<file path="src/logic/csp_pkg.sv">
// Purpose: Shared constants and types for the clocked serial 8-bit port.
// Assumes: Register index times four gives the AXI4-Lite byte address.
// Notes:   Index values above 6'h2f are locally assigned control words.
package csp_pkg;
	localparam int unsigned ADDR_W        = 8;
	localparam int unsigned DATA_W        = 32;
	// Register indices.
	localparam logic [5:0]  IDX_PORT_FUNC = 6'h0b;
	localparam logic [5:0]  IDX_CLK_GATE  = 6'h0e;
	localparam logic [5:0]  IDX_CLK_SEL   = 6'h24;
	localparam logic [5:0]  IDX_IDLE      = 6'h25;
	localparam logic [5:0]  IDX_SHIFT_LO  = 6'h26;
	localparam logic [5:0]  IDX_SHIFT_HI  = 6'h27;
	localparam logic [5:0]  IDX_CTRL      = 6'h30;
	localparam logic [5:0]  IDX_STATUS    = 6'h31;
	// Reset values.
	localparam logic [3:0]  CLK_SEL_RST   = 4'h0;
	localparam logic [3:0]  PORT_FUNC_RST = 4'h0;
	localparam logic [7:0]  SHIFT_RST     = 8'h00;
	localparam logic        IDLE_RST      = 1'b1;
	// Field positions.
	localparam int unsigned PF_SHIFT_EN   = 3;
	localparam int unsigned PF_SO_EN      = 2;
	localparam int unsigned PF_SCK_EN     = 1;
	localparam int unsigned IDLE_LVL_BIT  = 1;
	localparam int unsigned CTRL_START    = 0;
	localparam int unsigned STAT_FLAG     = 0;
	// Clock source codes and counts.
	localparam logic [2:0]  SEL_EXT       = 3'h7;
	localparam logic [2:0]  SEL_SYS       = 3'h6;
	localparam logic [4:0]  SEL_SHIFT_TOP = 5'h0c;
	localparam logic [2:0]  CNT_CLR       = 3'h0;
	localparam logic [2:0]  CNT_LAST      = 3'h7;
	localparam logic [1:0]  SEL_DELAY     = 2'h2;
	localparam logic [19:0] HALF_MIN      = 20'h00001;
	// AXI responses.
	localparam logic [1:0]  RESP_OKAY     = 2'h0;
	localparam logic [1:0]  RESP_SLVERR   = 2'h2;
	typedef enum logic [1:0] {
		CSP_WAIT_START,
		CSP_WAIT_CLK,
		CSP_XFER,
		CSP_CONT
	} csp_state_t;
endpackage

</file>
<file path="src/logic/csp_serial_port.sv">
// Purpose: Clock-synchronous 8-bit serial port with AXI4-Lite registers.
// Assumes: One bus write equals one instruction for mode-change latency.
// Notes:   Pins are split into input, output and active-low output enable.
//
// Decided for this implementation: the AXI4-Lite register port.
`timescale 1ns/100ps
module csp_serial_port #(
	parameter int unsigned TCYC_CLKS = 4
) (
	// Clock and reset.
	input  wire logic                        aclk,
	input  wire logic                        aresetn,
	// AXI4-Lite write address.
	input  wire logic [csp_pkg::ADDR_W-1:0]  s_axi_awaddr,
	input  wire logic                        s_axi_awvalid,
	output logic                             s_axi_awready,
	// AXI4-Lite write data.
	input  wire logic [csp_pkg::DATA_W-1:0]  s_axi_wdata,
	input  wire logic [3:0]                  s_axi_wstrb,
	input  wire logic                        s_axi_wvalid,
	output logic                             s_axi_wready,
	// AXI4-Lite write response.
	output logic [1:0]                       s_axi_bresp,
	output logic                             s_axi_bvalid,
	input  wire logic                        s_axi_bready,
	// AXI4-Lite read.
	input  wire logic [csp_pkg::ADDR_W-1:0]  s_axi_araddr,
	input  wire logic                        s_axi_arvalid,
	output logic                             s_axi_arready,
	output logic [csp_pkg::DATA_W-1:0]       s_axi_rdata,
	output logic [1:0]                       s_axi_rresp,
	output logic                             s_axi_rvalid,
	input  wire logic                        s_axi_rready,
	// Serial clock pin.
	input  wire logic                        sck_in,
	output logic                             sck_out,
	output logic                             sck_oe_n,
	// Serial data pins.
	input  wire logic                        si_in,
	output logic                             so_out,
	output logic                             so_oe_n,
	// Transfer end flag.
	output logic                             serial_irq_flag
);
	import csp_pkg::*;

	csp_state_t                state_r;
	logic                      aw_held_r;
	logic                      w_held_r;
	logic [ADDR_W-1:0]         awaddr_r;
	logic [DATA_W-1:0]         wdata_r;
	logic                      wstrb_r;
	logic                      bvalid_r;
	logic                      rvalid_r;
	logic [DATA_W-1:0]         rdata_r;
	logic [1:0]                rresp_r;
	logic [1:0]                bresp_r;
	logic [3:0]                port_func_r;
	logic [3:0]                sel_pend_r;
	logic [3:0]                sel_eff_r;
	logic [1:0]                sel_dly_r;
	logic [7:0]                shift_r;
	logic [2:0]                bit_counter_r;
	logic                      flag_r;
	logic                      first_low_r;
	logic                      so_r;
	logic                      sck_gen_r;
	logic [19:0]               div_r;
	logic                      sck_s1_r;
	logic                      sck_s2_r;
	logic                      sck_s3_r;
	logic                      si_s1_r;
	logic                      si_s2_r;
	logic [19:0]               half_nxt;
	logic [4:0]                sh;
	logic [DATA_W-1:0]         rd_mux;
	logic                      rd_hit;
	wire                       wr_en = aw_held_r && w_held_r && !bvalid_r;
	wire [5:0]                 wr_idx = awaddr_r[7:2];
	wire                       wr_ok = wr_en && wstrb_r;
	wire                       serial_clock_select_wr = wr_ok && (wr_idx == IDX_CLK_SEL);
	wire                       start_wr = wr_ok && (wr_idx == IDX_CTRL) && wdata_r[CTRL_START];
	wire                       clr_wr = wr_ok && (wr_idx == IDX_STATUS) && wdata_r[STAT_FLAG];
	wire                       int_mode = (sel_eff_r[2:0] != SEL_EXT);
	wire                       mode_cont = !port_func_r[PF_SHIFT_EN] && port_func_r[PF_SCK_EN];
	wire                       mode_tx = port_func_r[PF_SHIFT_EN] && port_func_r[PF_SO_EN]
		&& port_func_r[PF_SCK_EN];
	wire                       gen_run = int_mode && (state_r != CSP_WAIT_START);
	wire                       gen_tog = gen_run && (div_r >= half_nxt - HALF_MIN);
	wire                       sck_fall = int_mode ? (gen_tog && sck_gen_r) : (sck_s3_r && !sck_s2_r);
	wire                       sck_rise = int_mode ? (gen_tog && !sck_gen_r) : (!sck_s3_r && sck_s2_r);
	wire                       in_xfer = (state_r == CSP_XFER);
	wire                       cnt_last = (bit_counter_r == CNT_LAST);
	wire                       enter_xfer = (state_r == CSP_WAIT_CLK) && sck_fall && !serial_clock_select_wr
		&& !start_wr && !(int_mode && mode_cont);
	wire                       leave_xfer = in_xfer && (serial_clock_select_wr || start_wr || (sck_rise && cnt_last));
	// AXI4-Lite slave handshakes and serial pin outputs.
	assign s_axi_awready   = !aw_held_r && !bvalid_r;
	assign s_axi_wready    = !w_held_r && !bvalid_r;
	assign s_axi_arready   = !rvalid_r;
	assign s_axi_bvalid    = bvalid_r;
	assign s_axi_bresp     = bresp_r;
	assign s_axi_rvalid    = rvalid_r;
	assign s_axi_rdata     = rdata_r;
	assign s_axi_rresp     = rresp_r;
	assign serial_irq_flag = flag_r;
	assign so_out          = so_r;
	assign so_oe_n         = !mode_tx;
	assign sck_out         = sck_gen_r;
	assign sck_oe_n        = !int_mode;
	always_ff @(posedge aclk)
	begin
		if (!aresetn)
		begin
			aw_held_r <= 1'b0;
			w_held_r  <= 1'b0;
			awaddr_r  <= '0;
			wdata_r   <= '0;
			wstrb_r   <= 1'b0;
			bvalid_r  <= 1'b0;
			bresp_r   <= RESP_OKAY;
		end
		else
		begin
			if (s_axi_awvalid && s_axi_awready)
			begin
				aw_held_r <= 1'b1;
				awaddr_r  <= s_axi_awaddr;
			end
			if (s_axi_wvalid && s_axi_wready)
			begin
				w_held_r <= 1'b1;
				wdata_r  <= s_axi_wdata;
				wstrb_r  <= s_axi_wstrb[0];
			end
			if (wr_en)
			begin
				aw_held_r <= 1'b0;
				w_held_r  <= 1'b0;
				bvalid_r  <= 1'b1;
				bresp_r   <= (wr_idx inside {IDX_PORT_FUNC, IDX_CLK_GATE, IDX_CLK_SEL, IDX_IDLE,
					IDX_SHIFT_LO, IDX_SHIFT_HI, IDX_CTRL, IDX_STATUS}) ? RESP_OKAY : RESP_SLVERR;
			end
			else if (bvalid_r && s_axi_bready)
				bvalid_r <= 1'b0;
		end
	end
	always_comb
	begin
		rd_hit = 1'b1;
		rd_mux = '0;
		case (s_axi_araddr[7:2])
			IDX_SHIFT_LO: rd_mux[3:0] = shift_r[3:0];
			IDX_SHIFT_HI: rd_mux[3:0] = shift_r[7:4];
			IDX_STATUS:   rd_mux[3:0] = {(int_mode ? sck_gen_r : sck_s2_r), state_r, flag_r};
			IDX_PORT_FUNC, IDX_CLK_GATE, IDX_CLK_SEL, IDX_IDLE, IDX_CTRL: rd_mux = '0;
			default:      rd_hit = 1'b0;
		endcase
	end
	always_ff @(posedge aclk)
	begin
		if (!aresetn)
		begin
			rvalid_r <= 1'b0;
			rdata_r  <= '0;
			rresp_r  <= RESP_OKAY;
		end
		else if (s_axi_arvalid && s_axi_arready)
		begin
			rvalid_r <= 1'b1;
			rdata_r  <= rd_mux;
			rresp_r  <= rd_hit ? RESP_OKAY : RESP_SLVERR;
		end
		else if (rvalid_r && s_axi_rready)
			rvalid_r <= 1'b0;
	end
	always_ff @(posedge aclk)
	begin
		if (!aresetn)
			port_func_r <= PORT_FUNC_RST;
		else if (wr_ok && (wr_idx == IDX_PORT_FUNC))
			port_func_r <= wdata_r[3:0];
	end
	always_ff @(posedge aclk)
	begin
		if (!aresetn)
		begin
			sel_pend_r <= CLK_SEL_RST;
			sel_eff_r  <= CLK_SEL_RST;
			sel_dly_r  <= 2'h0;
		end
		else if (serial_clock_select_wr)
		begin
			sel_pend_r <= wdata_r[3:0];
			sel_dly_r  <= SEL_DELAY - 2'h1;
		end
		else if (sel_dly_r != 2'h0)
		begin
			sel_dly_r <= sel_dly_r - 2'h1;
			if (sel_dly_r == 2'h1)
				sel_eff_r <= sel_pend_r;
		end
	end
	always_comb
	begin
		sh = (sel_eff_r[2:0] == SEL_SYS) ? 5'h00 : (SEL_SHIFT_TOP - {1'b0, sel_eff_r[2:0], 1'b0});
		sh = sh + {4'h0, sel_eff_r[3]};
		half_nxt = (20'(TCYC_CLKS) << sh) >> 1;
		if (half_nxt == 20'h0)
			half_nxt = HALF_MIN;
	end
	always_ff @(posedge aclk)
	begin
		if (!aresetn || !gen_run || serial_clock_select_wr)
		begin
			sck_gen_r <= 1'b1;
			div_r     <= 20'h0;
		end
		else if (gen_tog)
		begin
			sck_gen_r <= !sck_gen_r;
			div_r     <= 20'h0;
		end
		else
			div_r <= div_r + 20'h1;
	end
	always_ff @(posedge aclk)
	begin
		if (!aresetn)
		begin
			sck_s1_r <= 1'b1;
			sck_s2_r <= 1'b1;
			sck_s3_r <= 1'b1;
			si_s1_r  <= 1'b0;
			si_s2_r  <= 1'b0;
		end
		else
		begin
			sck_s1_r <= sck_in;
			sck_s2_r <= sck_s1_r;
			sck_s3_r <= sck_s2_r;
			si_s1_r  <= si_in;
			si_s2_r  <= si_s1_r;
		end
	end
	always_ff @(posedge aclk)
	begin
		if (!aresetn)
			state_r <= CSP_WAIT_START;
		else if (serial_clock_select_wr)
			state_r <= CSP_WAIT_START;
		else
			case (state_r)
				CSP_WAIT_START: if (start_wr)
					state_r <= CSP_WAIT_CLK;
				CSP_WAIT_CLK: if (!start_wr && sck_fall)
					state_r <= (int_mode && mode_cont) ? CSP_CONT : CSP_XFER;
				CSP_XFER: if (start_wr)
					state_r <= CSP_WAIT_CLK;
				else if (sck_rise && cnt_last)
					state_r <= int_mode ? CSP_WAIT_START : CSP_WAIT_CLK;
				CSP_CONT: state_r <= CSP_CONT;
				default: state_r <= CSP_WAIT_START;
			endcase
	end
	always_ff @(posedge aclk)
	begin
		if (!aresetn || serial_clock_select_wr || start_wr || leave_xfer)
			bit_counter_r <= CNT_CLR;
		else if (in_xfer && sck_rise)
			bit_counter_r <= bit_counter_r + 3'h1;
	end
	always_ff @(posedge aclk)
	begin
		if (!aresetn)
			first_low_r <= 1'b0;
		else if (enter_xfer)
			first_low_r <= 1'b1;
		else if (sck_rise || leave_xfer)
			first_low_r <= 1'b0;
	end
	always_ff @(posedge aclk)
	begin
		if (!aresetn)
			flag_r <= 1'b0;
		else if (leave_xfer && !first_low_r)
			flag_r <= 1'b1;
		else if (clr_wr)
			flag_r <= 1'b0;
	end
	always_ff @(posedge aclk)
	begin
		if (!aresetn)
			shift_r <= SHIFT_RST;
		else if (wr_ok && (wr_idx == IDX_SHIFT_LO))
			shift_r[3:0] <= wdata_r[3:0];
		else if (wr_ok && (wr_idx == IDX_SHIFT_HI))
			shift_r[7:4] <= wdata_r[3:0];
		else if (in_xfer && sck_rise && !serial_clock_select_wr && !start_wr && port_func_r[PF_SHIFT_EN])
			shift_r <= {si_s2_r, shift_r[7:1]};
	end

	always_ff @(posedge aclk)
	begin
		if (!aresetn)
			so_r <= IDLE_RST;
		else if (wr_ok && (wr_idx == IDX_IDLE) && !in_xfer)
			so_r <= wdata_r[IDLE_LVL_BIT];
		else if ((enter_xfer || (in_xfer && sck_fall && !serial_clock_select_wr && !start_wr))
			&& port_func_r[PF_SHIFT_EN])
			so_r <= shift_r[0];
	end

	cnt_clear_a: assert property (@(posedge aclk) disable iff (!aresetn)
		start_wr |=> bit_counter_r == CNT_CLR)
		else $error("bit counter not cleared by start");
	start_wait_a: assert property (@(posedge aclk) disable iff (!aresetn)
		state_r == CSP_WAIT_START && !start_wr |=> state_r == CSP_WAIT_START
		&& bit_counter_r == CNT_CLR)
		else $error("start-wait left without start");
	start_move_a: assert property (@(posedge aclk) disable iff (!aresetn)
		state_r == CSP_WAIT_START && start_wr && !serial_clock_select_wr |=> state_r == CSP_WAIT_CLK)
		else $error("start did not reach clock-wait");
	fall_enter_a: assert property (@(posedge aclk) disable iff (!aresetn)
		enter_xfer |=> in_xfer ##0 first_low_r)
		else $error("first fall did not enter transfer");
	serial_clock_select_reset_a: assert property (@(posedge aclk) disable iff (!aresetn)
		serial_clock_select_wr |=> state_r == CSP_WAIT_START && bit_counter_r == CNT_CLR)
		else $error("clock select write did not initialize");
	done_flag_a: assert property (@(posedge aclk) disable iff (!aresetn)
		in_xfer && sck_rise && cnt_last && !serial_clock_select_wr && !start_wr |=> flag_r
		&& (state_r == (int_mode ? CSP_WAIT_START : CSP_WAIT_CLK)))
		else $error("eighth clock did not end transfer");
	first_low_a: assert property (@(posedge aclk) disable iff (!aresetn)
		!flag_r && first_low_r && leave_xfer |=> !flag_r)
		else $error("flag set in first low interval");
	sel_delay_a: assert property (@(posedge aclk) disable iff (!aresetn)
		serial_clock_select_wr ##1 !serial_clock_select_wr |-> ##1 sel_eff_r == $past(sel_pend_r))
		else $error("clock select latency wrong");
	idle_so_a: assert property (@(posedge aclk) disable iff (!aresetn)
		wr_ok && wr_idx == IDX_IDLE && !in_xfer |=> so_out == $past(wdata_r[IDLE_LVL_BIT]))
		else $error("idle level not on data-out");
	lsb_out_a: assert property (@(posedge aclk) disable iff (!aresetn)
		in_xfer && sck_fall && !serial_clock_select_wr && !start_wr && port_func_r[PF_SHIFT_EN]
		&& !(wr_ok && wr_idx == IDX_IDLE) |=> so_out == $past(shift_r[0]))
		else $error("transmit bit order wrong");
endmodule

</file>
<file path="config.mk">
export PLATFORM = sky130hd
export DESIGN_NAME = csp_serial_port
export DESIGN_NICKNAME = d
export VERILOG_FILES = /design/src/logic/csp_pkg.sv /design/src/logic/csp_serial_port.sv
export SDC_FILE = /design/constraint.sdc
export NUM_CORES = 1
export LEC_CHECK = 0
export ABC_AREA = 1
export ABC_CLOCK_PERIOD_IN_PS = 3590
export BUFFER_PORTS_ARGS = -buffer_cell sky130_fd_sc_hd__buf_2
export CELL_PAD_IN_SITES_DETAIL_PLACEMENT = 1
export CELL_PAD_IN_SITES_GLOBAL_PLACEMENT = 2
export CORE_UTILIZATION = 25
export DETAILED_ROUTE_END_ITERATION = 16
export GPL_TIMING_DRIVEN = 1
export PLACE_DENSITY_LB_ADDON = 0.1
export RECOVER_POWER = 25
export SLEW_MARGIN = 10
export SYNTH_ARGS = -nofsm -noshare
export SYNTH_HDL_FRONTEND = slang
export SYNTH_SLANG_ARGS = --single-unit
</file>
<file path="constraint.sdc">
create_clock -name aclk -period 3.59 [get_ports aclk]
set_input_delay 0.359 -clock aclk [delete_from_list [all_inputs] [get_ports aclk]]
set_output_delay 0.359 -clock aclk [all_outputs]
set_load 0.01 [all_outputs]
</file>
# ---- Word level (Yosys, flattened, before mapping)
# Cells that the tools add are included.
dict set report op_classes {
  n_mux 32
  shifts 1
  n_reduce_logical 93
  add_sub_neg 6
  n_eq_ne 27
  magnitude_cmp 1
  bitwise 3
  multipliers 0
  n_div 0
}
# op count
set ops {}
lappend ops {{equality test 6 bit, second input constant} 12}
lappend ops {{logical AND 1 bit} 46}
lappend ops {{equality test 6 x 4 -> 1 bit, second input constant} 4}
lappend ops {{adder 20 x 1 -> 20 bit, second input constant} 1}
lappend ops {{>= comparator 20 bit} 1}
lappend ops {{logical NOT 20 bit} 1}
lappend ops {{nonzero test 2 bit} 10}
lappend ops {{left shift 3 x 5 -> 20 bit, first input constant} 1}
lappend ops {{subtractor 20 x 1 -> 20 bit, second input constant} 1}
lappend ops {{2-to-1 mux 19 bit} 1}
lappend ops {{2-to-1 mux 1 bit} 18}
lappend ops {{logical NOT 1 bit} 17}
lappend ops {{2-to-1 mux 2 bit} 6}
lappend ops {{2-to-1 mux 4 bit} 3}
lappend ops {{case mux 4 bit (3 select lines)} 1}
lappend ops {{logical OR 1 bit} 9}
lappend ops {{2-to-1 mux 8 bit} 1}
lappend ops {{case mux 2 bit (4 select lines)} 1}
lappend ops {{nonzero test 8 bit} 1}
lappend ops {{OR reduction 8 bit} 1}
lappend ops {{equality test 3 bit, second input constant} 2}
lappend ops {{AND reduction 3 bit} 2}
lappend ops {{OR reduction 2 bit} 3}
lappend ops {{adder 5 x 1 -> 5 bit} 1}
lappend ops {{13 further kinds} 19}
dict set report word_totals {
  memories 0
  mem_bits_rw 0
  rom_bits 0
  latch_bits 0
  register_bits 81
  in_bits 61
  out_inout_bits 46
}

# ---- Logic depth before layout (Yosys ltp)
# Gate-level depths: netlist (run 1).
dict set report depth {
  depth_word 19
  ltp_mapped 31
}

# ---- Worst setup path before layout (run 1)
# OpenSTA, ideal clock, no wires.
dict set report synth_timing {
  kind {reg-to-reg}
  startpoint {register sel_eff_r[0]}
  endpoint {register shift_r[0]}
  slack_ns 0.599
  period_less_slack_ns 2.991
  t_arrival_ns 2.875
  stages_incl_launch_ff 26
  n_path_buf 0
  setup_time_ns 0.116
  required_time_ns 3.474
  path_cell_list {dfxtp_1 -> inv_1 -> ha_1 -> nand2_1 -> inv_1 -> nor2_1 -> inv_1 -> nor2_1 -> inv_1 -> nor2_1 -> nand2_1 -> xor2_1 -> ha_1 -> nand2_1 -> nor2_1 -> nand2_1 -> nor2_1 -> nand2_1 -> nand4_2 -> nand3_1 -> nand2_2 -> nand3_1 -> nand2_2 -> inv_1 -> nor2_1 -> nor2_1}
}
dict set report synth_via {
  elab_chain_len 17
  elab_cells_between_ends 20
  cone_classes {add/sub (3); order compare (1); eq/ne (2); shift (1); mux (3); reduce/logical (10)}
}
# item line_no
set synth_lines {}
lappend synth_lines {{start: declaration} csp_serial_port.sv:60} ;# logic [3:0] sel_eff_r;
lappend synth_lines {{start signal: assignment} csp_serial_port.sv:201} ;# sel_eff_r <= sel_pend_r;
lappend synth_lines {{subtractor 4 x 4 -> 5 bit / equality test 3 bit (equally long branches)} csp_serial_port.sv:206} ;# sh = (sel_eff_r[2:0] == SEL_SYS) ? 5'h00 : (SEL_SHIFT_TOP - {1'b0, sel_eff_r[2:0], 1'b0});
lappend synth_lines {{2-to-1 mux 5 bit} csp_serial_port.sv:206}
lappend synth_lines {{adder 5 x 1 -> 5 bit} csp_serial_port.sv:207} ;# sh = sh + {4'h0, sel_eff_r[3]};
lappend synth_lines {{left shift 3 x 5 -> 20 bit} csp_serial_port.sv:208} ;# half_nxt = (20'(TCYC_CLKS) << sh) >> 1;
lappend synth_lines {{logical NOT 20 bit} csp_serial_port.sv:209} ;# if (half_nxt == 20'h0)
lappend synth_lines {{2-to-1 mux 19 bit} csp_serial_port.sv:209}
lappend synth_lines {{subtractor 20 x 1 -> 20 bit} csp_serial_port.sv:89} ;# wire gen_tog = gen_run && (div_r >= half_nxt - HALF_MIN);
lappend synth_lines {{>= comparator 20 bit} csp_serial_port.sv:89}
lappend synth_lines {{logical AND 1 bit} csp_serial_port.sv:89}
lappend synth_lines {{logical AND 1 bit} csp_serial_port.sv:91} ;# wire sck_rise = int_mode ? (gen_tog && !sck_gen_r) : (!sck_s3_r && sck_s2_r);
lappend synth_lines {{2-to-1 mux 1 bit (*)} csp_serial_port.sv:91}
lappend synth_lines {{logical AND 1 bit (*) (4 in series)} csp_serial_port.sv:299} ;# else if (in_xfer && sck_rise && !serial_clock_select_wr && !start_wr && port_func_r[PF_SHIFT_EN])
lappend synth_lines {{nonzero test 2 bit (no line) (*)} n/a}
lappend synth_lines {{AND reduction 2 bit (no line) (*)} n/a}
lappend synth_lines {{end signal: assignment} csp_serial_port.sv:296} ;# shift_r[3:0] <= wdata_r[3:0];
lappend synth_lines {{end signal: assignment} csp_serial_port.sv:300} ;# shift_r <= {si_s2_r, shift_r[7:1]};
lappend synth_lines {{end: declaration} csp_serial_port.sv:62} ;# logic [7:0] shift_r;
# Mark *: on every way between the ends. The rest lies on a longest branch, timed or not.
# A chain may end at the register's enable or synchronous reset.

# ---- Worst setup path after layout (run 1)
dict set report layout_timing {
  startpoint {register sel_eff_r[0]}
  endpoint {register shift_r[3]}
}
# The elaborated chain is that of the path after synthesis.

==> results of run 1 <==
registers in the layout (all words and copies together) (netlist names), 2 cells and up:
| signal | cells |
|---|---|
| awaddr_r | 6 |
| bit_counter_r | 3 |
| div_r | 20 |
| port_func_r | 3 |
| s_axi_rdata | 4 |
| sel_dly_r | 2 |
| sel_eff_r | 4 |
| sel_pend_r | 4 |
| shift_r | 8 |
| state_r | 2 |
| wdata_r | 4 |
critical path: cells and delay by family, from the launching register on:
| kind | cells | cell delay [ps] |
|---|---|---|
| and+or+nand+nor | 22 | 1840 |
| DFF | 1 | 350 |
| adders and majority gates | 2 | 400 |
| buffers and inverters | 7 | 560 |
cells in the final DEF (no fill, tap or decap), types with 2 or more instances in the layout:
| master | synthesis | routed |
|---|---|---|
| nand2_1 | 134 | 130 |
| inv_1 | 79 | 75 |
| dfxtp_1 | 76 | 75 |
| nor2_1 | 84 | 74 |
| a21oi_1 | 50 | 50 |
| conb_1 | 2 | 34 |
| o21ai_0 | 32 | 31 |
| buf_2 | 3 | 31 |
| nand3_1 | 34 | 30 |
| ha_1 | 28 | 28 |
| nor2_2 | 3 | 12 |
| clkbuf_1 | 7 | 12 |
| nor3_1 | 10 | 10 |
| xor2_1 | 10 | 10 |
| buf_4 | 30 | 10 |
| clkbuf_16 | 0 | 9 |
| nand4_1 | 7 | 7 |
| nand2_2 | 3 | 6 |
| inv_2 | 1 | 5 |
| nand3_2 | 2 | 5 |
| or2_2 | 5 | 5 |
| xnor2_1 | 6 | 5 |
| nor3b_1 | 4 | 4 |
| nor2_4 | 2 | 3 |
| o211ai_1 | 2 | 2 |
| o21bai_1 | 2 | 2 |
| nand3_4 | 1 | 2 |
| o41ai_1 | 2 | 2 |
| bufinv_16 | 0 | 2 |
where the power goes:
part | switching, W | leakage (nW) | internal, W | total, W
Sequential | 0.0000305 | 0.618 | 0.000883 | 0.000914
Clock | 0.000369 | 0.156 | 0.000624 | 0.000993
Combinational | 0.000268 | 1.59 | 0.000146 | 0.000414
Total | 0.000667 | 2.37 | 0.00165 | 0.00232
metrics by stage:
step           area (um^2)  cells  hold slack, ps
2_1_floorplan         4560    668             390
3_3_place_gp          4850    902             400
3_5_place_dp          4850    902             400
4_1_cts               5170    917             181
5_1_grt               5280    921             192
6_report              5280    921             191
logic make-up (layout without fill, tap and decap cells):
logic type,Yosys count,after routing,synth area share [%]
xor+xnor,16,16,3.16
buf+inv,121,149,12.9
simple gates,297,297,29.8
compound gates,96,96,11.8
flops,76,76,34.3
other cells,2,34,0.169
fa+ha+maj,28,28,7.90
final cells by class:
class	instances	area share, %
inverters	80	5.69
well taps	225	5.34
clock inverters	4	1.40
clock buffers	11	4.60
repair buffers	54	5.74
multi-input cells	471	48.4
flip-flops and latches	76	28.9
worst max-delay path by stage:
stage                            start          endpoint  slack, ps  cells past startpoint
final                     sel_eff_r[0]        shift_r[3]        330                     31
after global routing      sel_eff_r[1]  bit_counter_r[0]        -30                     28
after CTS                 sel_eff_r[0]        shift_r[0]         20                     25
after detailed placement  sel_eff_r[0]        shift_r[5]         30                     25
after global placement    sel_eff_r[0]        shift_r[5]        150                     24
after floorplan           sel_eff_r[0]        shift_r[0]        600                     25
per-layer routing:
layer	track usage [%]	vias up
met3	2.51	12
met2	22.7	49
met5	0	-
li1	-	2097
met4	6.37	0
met1	17.2	1831
repair_timing:
| action | 4_1_cts | 5_1_grt |
|---|---|---|
| buffers inserted | 0 | 4 |
| endpoints found under the setup margin | 0 | 20 |
| resized for setup | 0 | 30 |
| endpoints found under the hold margin | 0 | 0 |
| hold buffers | 0 | 0 |
==> reports/metrics.yaml, run 1 <==
outcome:
  status: "finished clean"
critical_path:
  crit_path_frequent_cell: "nand2_1"
  cpPeakStageDelay_ps: 350
  r2r_end: "shift_r[3]"
  end_kind: "flip-flop"
  crit_type: "reg2reg"
  crit_required_ps: 3830
  r2r_slack_ps: 330
  slowest_stage: "dfxtp_2"
  reg2reg_from: "sel_eff_r[0]"
  critPathMaxFanout: 6
  critical_path.startpoint_type: "flip-flop"
  reg2reg_depth: 31
  cp.arrival_ps: 3500
sta:
  hold_viol: 0
  tightest_slew_ps: 1170
  finalSetupViolations: 0
  period_minus_slack_ps: 3260
  relSlewSlack_pct: 22.2
  fin_ws_ps: 332
  fin_setup_tns_ps: 0
  skew_ps: 8.87
  fin_crit_sh_pct: 90.7
  finalMaxSlewViolations: 0
  fmax_ghz: 0.307
layout:
  regArea_um2: 1520
  antennaDiodeCount: 0
  nets: 781
  area_growth_syn_to_layout_pct: 19.0
  finish.utilization_pct: 30.5
  num-fill-cells: 2174
  drive_gt1_share_pct: 14.9
  multiInputGateArea_um2: 2550
clocking:
  cts_root_buf: "clkbuf_16"
  cts_made_buffers: 9
  clkTransAtPathRegs_ps: 60
  cts_max_path_buffers: 2
  clk_latency_ps: 350
  cts_tree: "yes"
  cts_sinks: 76
  htreeDepth: 3
hold_path:
  min_path_cells: 3
  min_from: "si_in"
  holdPathEnd: "si_s1_r"
  hold_class: "in2reg"
routing:
  wl_per_cell_um: 12.9
  dr.pass1.iters: 4
  vias: 3989
  drt_iter0_markers: 87
  ant_nets: 0
  wl_met3_um: 313
  dr.max_layer_used: "met4"
  wl_um: 11900
  met1Wirelength_um: 5730
  drc_errors: 0
  vias_per_cell: 4.33
  dr_wl_met2_um: 5600
synth:
  synth_most_common_cell: "nand2_1"
  async_reset_ff_share_pct: 0
  yosysUniqueCellTypes: 43
  syn_area_per_cell_um2: 6.97
  syn-cell-area_um2: 4440
  yosysTopAreaCell: "dfxtp_1"
  ys_seq_area_share_pct: 34.3
  synth.area.top_cells: "dfxtp_1, nand2_1, ha_1"
  yosys_most_used_dff: "dfxtp_1"
  netlist_top_cells_count: "nand2_1, nor2_1, inv_1"
  syn-instance-count: 636
  ys_ff_latch: 76
  yosys_warnings: 0
  synth_edf_count: 0
  synth_top_area_share_pct: 34.3
power:
  power.total_w: 0.00232
  powerDensity_nw_per_um2: 440
  ir_worst_vdd_mv: 0.252
  leakagePower_nw: 2.37
grt:
  globalRouteOverflowTotal: 0
  grt_pass1_vias: 3950
  track_usage_pct: 13.7
  grt_max_degree: 27
  antenna_found_initial: 0
  grt_pass1_wl_um: 19300
floorplan:
  dieWidth_um: 135
  rows: 48
  ios: 107
  core_um2: 17300
  die_area_um2: 18300
  initial_utilization_pct: 25.6
  dieHeight_um: 135
placement:
  globalplace.congestion: 0.771
  dpl.hpwl_um: 9100
  port_buffers: 41
  pre_cts_slack_ps: 31.2
job:
  drv_cap: 0
Note: power is estimated with default switching activity, not from simulation.
==> run 2, diff against run 1 <==
==> constraint.sdc (replaced) <==
create_clock -name aclk -period 3.59 [get_ports aclk]
set_input_delay 0.718 -clock aclk [delete_from_list [all_inputs] [get_ports aclk]]
set_output_delay 0.718 -clock aclk [all_outputs]
set_load 0.01 [all_outputs]
==> run 2 against run 1 <==
  * Clock-buffer cell count stayed put
  * Combinational power is 2% higher
  * Critical endpoint is now shift_r[5]
  * Cell count is 0.22% lower
  * Sequential cell count stayed put
  * Utilization is 0.22 points lower
  * Global-route usage is 0.16 points lower
  * Largest power group unchanged
==> reports/metrics.yaml, run 2 (synthesized netlist as in run 1, its figures left out) <==
layout:
  multiInputGateArea_um2: 2520
  regArea_um2: 1520
  largest-register: "div_r"
  largest_reg_flops: 20
  design_area_um2: 5240
  final_common_cell: "nand2_1"
  nets: 778
  final_cell_mix: "nand2_1, inv_1, nor2_1"
  antennaDiodeCount: 0
  top_regs: "div_r (20), shift_r (8), awaddr_r (6)"
  drive_gt1_share_pct: 14.8
  layout.cells.non_filler: 919
  area_growth_syn_to_layout_pct: 18.1
  num-fill-cells: 2187
floorplan:
  dieHeight_um: 135
  initial_utilization_pct: 25.6
  rows: 48
  core_um2: 17300
  ios: 107
  die_area_um2: 18300
  dieWidth_um: 135
sta:
  fmax_ghz: 0.309
  fin_hold_ws_ps: 416
  relSlewSlack_pct: 15.6
  fin_setup_tns_ps: 0
  period_minus_slack_ps: 3240
  tightest_slew_ps: 1270
  fin_ws_ps: 352
  skew_ps: 8.28
  hold_viol: 0
  fin_crit_sh_pct: 90.2
  finalMaxSlewViolations: 0
  finalSetupViolations: 0
placement:
  pre_cts_slack_ps: 96.3
  dpl.hpwl_um: 9070
  dp.cells: 902
  port_buffers: 41
  place_area_um2: 4850
  globalplace.congestion: 0.770
routing:
  vias: 3946
  dr.pass1.iters: 4
  wl_um: 11600
  drt_iter0_markers: 70
  ant_nets: 0
  drc_errors: 0
  vias_per_cell: 4.29
  wl_per_cell_um: 12.7
clocking:
  cts_sinks: 76
  cts_made_buffers: 9
  cts_tree: "yes"
  htreeDepth: 3
  clk_latency_ps: 340
  clkTransAtPathRegs_ps: 60
  cts_root_buf: "clkbuf_16"
  cts_max_path_buffers: 2
outcome:
  status: "finished clean"
critical_path:
  critical_path.startpoint_type: "flip-flop"
  cpPeakStageDelay_ps: 350
  end_kind: "flip-flop"
  crit_required_ps: 3790
  slowest_stage: "dfxtp_2"
  cp_top_family: "simple AND/OR/NAND/NOR gates"
  cp.arrival_ps: 3430
  critPathMaxFanout: 6
  crit_path_frequent_cell: "nand2_1"
  worst-path-buf-inv: 4
  crit_type: "reg2reg"
grt:
  antenna_found_initial: 0
  globalRouteOverflowTotal: 0
  grt_max_degree: 29
  grt_pass1_wl_um: 19100
  track_usage_pct: 13.5
  grt_pass1_vias: 3820
power:
  powerDensity_nw_per_um2: 448
  ir_worst_vdd_mv: 0.241
  leakagePower_nw: 2.36
job:
  drv_cap: 0
hold_path:
  hold_class: "reg2reg"
==> run 2: changes by cell type in the layout (fill, tap and decap cells not counted), moves of 4 or more <==
cell	before	now
buf_2	31	39
nand2_1	130	134
nand2_2	6	2
clkbuf_1	12	4
==> run 2: report_power, final <==
part,internal [W],total [W],switching (W)
Clock,0.000631,0.00101,0.000382
Sequential,0.000884,0.000915,0.0000311
Combinational,0.000153,0.000421,0.000268
Total,0.00167,0.00235,0.000681
==> run 2: timing repair <==
item	4_1_cts	5_1_grt
setup buffers	0	1
setup endpoints to repair	0	31
hold buffers	0	0
gates resized for setup	0	19
==> run 2: cell type report <==
cell class	count	area share (%)
repair buffers	51	5.47
well taps	225	5.37
multi-input cells	471	48.1
inverters	80	5.73
clock inverters	5	1.60
clock buffers	11	4.63
flip-flops and latches	76	29.1
==> run 2: worst paths after layout <==
check,start,to,slack (ps),cells after the start
worst max-delay path,sel_eff_r[0],shift_r[5],350,26
worst min-delay path,si_s1_r,si_s2_r,420,2
worst max register to register,sel_eff_r[0],shift_r[5],350,26
worst min register to register,si_s1_r,si_s2_r,420,2
==> run 2: worst register-to-register path, delay by kind of cell (launching register included) <==
| family | cells | cell delay, ps |
|---|---|---|
| adder cells (fa/ha/maj) | 2 | 420 |
| AND/OR/NAND/NOR | 18 | 1910 |
| flip-flops | 1 | 350 |
| AO/OA/AOI/OAI | 2 | 120 |
| buffers and inverters | 4 | 310 |
==> run 2: routing by layer <==
layer | up-vias | part of all wire [%] | track usage, %
li1 | 2086 | - | -
met1 | 1803 | 48 | 16.8
met2 | 45 | 48 | 22.8
met3 | 12 | 3.0 | 3.29
met4 | 0 | 1.3 | 4.49
met5 | - | 0 | 0
==> run 2: per-stage QoR <==
step	utilization [%]	power (W)
finish	30.3	0.00235
global route	30.3	0.00250
CTS	29.9	0.00238
detailed placement	28.1	0.00133
global placement	28.1	0.00132
floorplan	-	0.00122
==> run 3, diff against run 2 <==
Settings changed: CORE_MARGIN set to 3.
==> run 3 against run 2 <==
  * First-iteration DRC count is 33% higher
  * Non-clock buffer count shrank 1
  * Largest power group unchanged
  * Critical endpoint is now bit_counter_r[0]
  * Clock power about the same
  * Sequential cell count stayed put
  * Die area grew 6.0%
  * Via count rose by 1.5%
  * Sequential power about the same
==> reports/metrics.yaml, run 3 (synthesized netlist as in run 1, its figures left out) <==
routing:
  ant_nets: 0
  vias: 4004
  drt_iter0_markers: 93
  dr.pass1.iters: 4
  wl_per_cell_um: 13.0
  wl_um: 12000
  vias_per_cell: 4.36
  drc_errors: 0
sta:
  fmax_ghz: 0.309
  finalSetupViolations: 0
  fin_ws_ps: 357
  fin_hold_ws_ps: 415
  skew_ps: 8.13
  tightest_slew_ps: 861
  fin_crit_sh_pct: 90.1
  finalMaxSlewViolations: 0
  relSlewSlack_pct: 42.6
  hold_viol: 0
  period_minus_slack_ps: 3230
grt:
  track_usage_pct: 12.7
  globalRouteOverflowTotal: 0
  antenna_found_initial: 0
  gr-usage-met1_pct: 14.8
  grt_max_degree: 20
  grt-busiest-layer: "met2"
  grt_pass1_vias: 4207
  grt_pass1_wl_um: 20100
  gr-usage-met2_pct: 23.2
  grtUsageMet3_pct: 3.00
layout:
  top_regs: "div_r (20), shift_r (8), awaddr_r (6)"
  design_area_um2: 5240
  drive_gt1_share_pct: 14.7
  largest_reg_flops: 20
  antennaDiodeCount: 0
  layout.cells.non_filler: 918
  final_cell_mix: "nand2_1, inv_1, nor2_1, dfxtp_1, a21oi_1"
  nets: 777
  area_growth_syn_to_layout_pct: 18.1
  final_common_cell: "nand2_1"
  largest-register: "div_r"
  num-fill-cells: 2164
clocking:
  cts_sinks: 76
  clk_latency_ps: 350
  clkTransAtPathRegs_ps: 60
  cts_max_path_buffers: 2
  htreeDepth: 3
  cts_hold_buf: 0
  cts_tree: "yes"
  cts_made_buffers: 9
  cts_root_buf: "clkbuf_16"
placement:
  place_area_um2: 4840
  dp.cells: 900
  dpl.hpwl_um: 9440
  port_buffers: 41
  globalplace.congestion: 0.750
  pre_cts_slack_ps: 34.3
floorplan:
  initial_utilization_pct: 25.6
  core_um2: 17400
  ios: 107
  dieWidth_um: 139
  rows: 48
  die_area_um2: 19400
  dieHeight_um: 139
power:
  swShare_pct: 29.8
  pwr-share-clk_pct: 43.3
  p_sw_w: 0.000693
  ir_worst_vdd_mv: 0.220
  p_comb_share_pct: 17.3
  powerDensity_nw_per_um2: 445
  power.internal_w: 0.00164
  leakagePower_nw: 2.35
  p_seq_share_pct: 39.4
critical_path:
  crit_type: "reg2reg"
  critPathMaxFanout: 5
  critical_path.startpoint_type: "flip-flop"
  end_kind: "flip-flop"
  crit_required_ps: 3870
  cp.arrival_ps: 3520
job:
  drv_cap: 0
hold_path:
  hold_class: "reg2reg"
outcome:
  status: "finished clean"
## run 3: cell types whose count changed in the layout (fill, tap and decap cells not counted), moves of 2 or more
| cell | delta |
|---|---|
| clkinv_4 | +3 |
| buf_2 | -2 |
| buf_4 | -2 |
| clkinvlp_4 | -2 |
| nor2_1 | -2 |
## run 3: power groups by stage
stage               clock network (W)  registers [W]  logic (W)
finish                        0.00101       0.000917   0.000403
global route                  0.00109       0.000924   0.000470
CTS                           0.00105       0.000915   0.000395
detailed placement                  0       0.000934   0.000393
global placement                    0       0.000933   0.000382
floorplan                           0       0.000927   0.000297
## run 3: per-stage QoR
step / total power [W] / setup TNS [ps] / utilization [%]
after global routing: 0.00248 / -50.4 / 30.2
after CTS: 0.00236 / 0 / 29.7
after detailed placement: 0.00133 / 0 / 27.9
after floorplan: 0.00122 / 0 / -
final: 0.00233 / 0 / 30.2
after global placement: 0.00132 / 0 / 27.9
## run 3: final cells by class
class / count / area [um^2] / area share, %
Multi-Input combinational cell: 471 / 2520 / 48.1
Timing Repair Buffer: 50 / 289 / 5.52
Clock buffer: 9 / 225 / 4.30
Clock inverter: 7 / 100 / 1.91
Tap cell: 225 / 282 / 5.38
Inverter: 80 / 300 / 5.73
Sequential cell: 76 / 1520 / 29.1
## run 3: path summary, 6_finish.rpt
check	from	endpoint	slack, ps	depth (start not counted)
min reg2reg	si_s1_r	si_s2_r	410	2
max	sel_eff_r[0]	bit_counter_r[0]	360	23
max reg2reg	sel_eff_r[0]	bit_counter_r[0]	360	23
min	si_s1_r	si_s2_r	410	2
## run 3: layer usage
layer | vias to the layer above | share of wire [%]
met5 | - | 0
met4 | 0 | 1.4
met3 | 13 | 2.8
met2 | 46 | 51
met1 | 1861 | 45
li1 | 2084 | -
## run 3: timing repair
item                                    in CTS  in global routing
hold endpoints to repair                     0                  0
endpoints found under the setup margin       0                 35
buffers inserted                             0                  2
resized for setup                            0                 21
## run 3: worst max-delay path: stages (launching register included)
cell     delay [ps]
dfxtp_2         350
inv_2            50
ha_1            360
inv_1           100
nor2_2          190
nor3_1          100
a21oi_2         160
nand2_1          80
nor2_2          100
inv_1            60
ha_1            280
nand2_1          70
nor2_2          140
nand2_1          70
nor2_1           80
nand2_1          60
nand4_2         130
nand3_2         110
nand2_4         130
buf_4           130
nand2_1         100
xnor2_1         190
inv_1            50
nor2_1           70
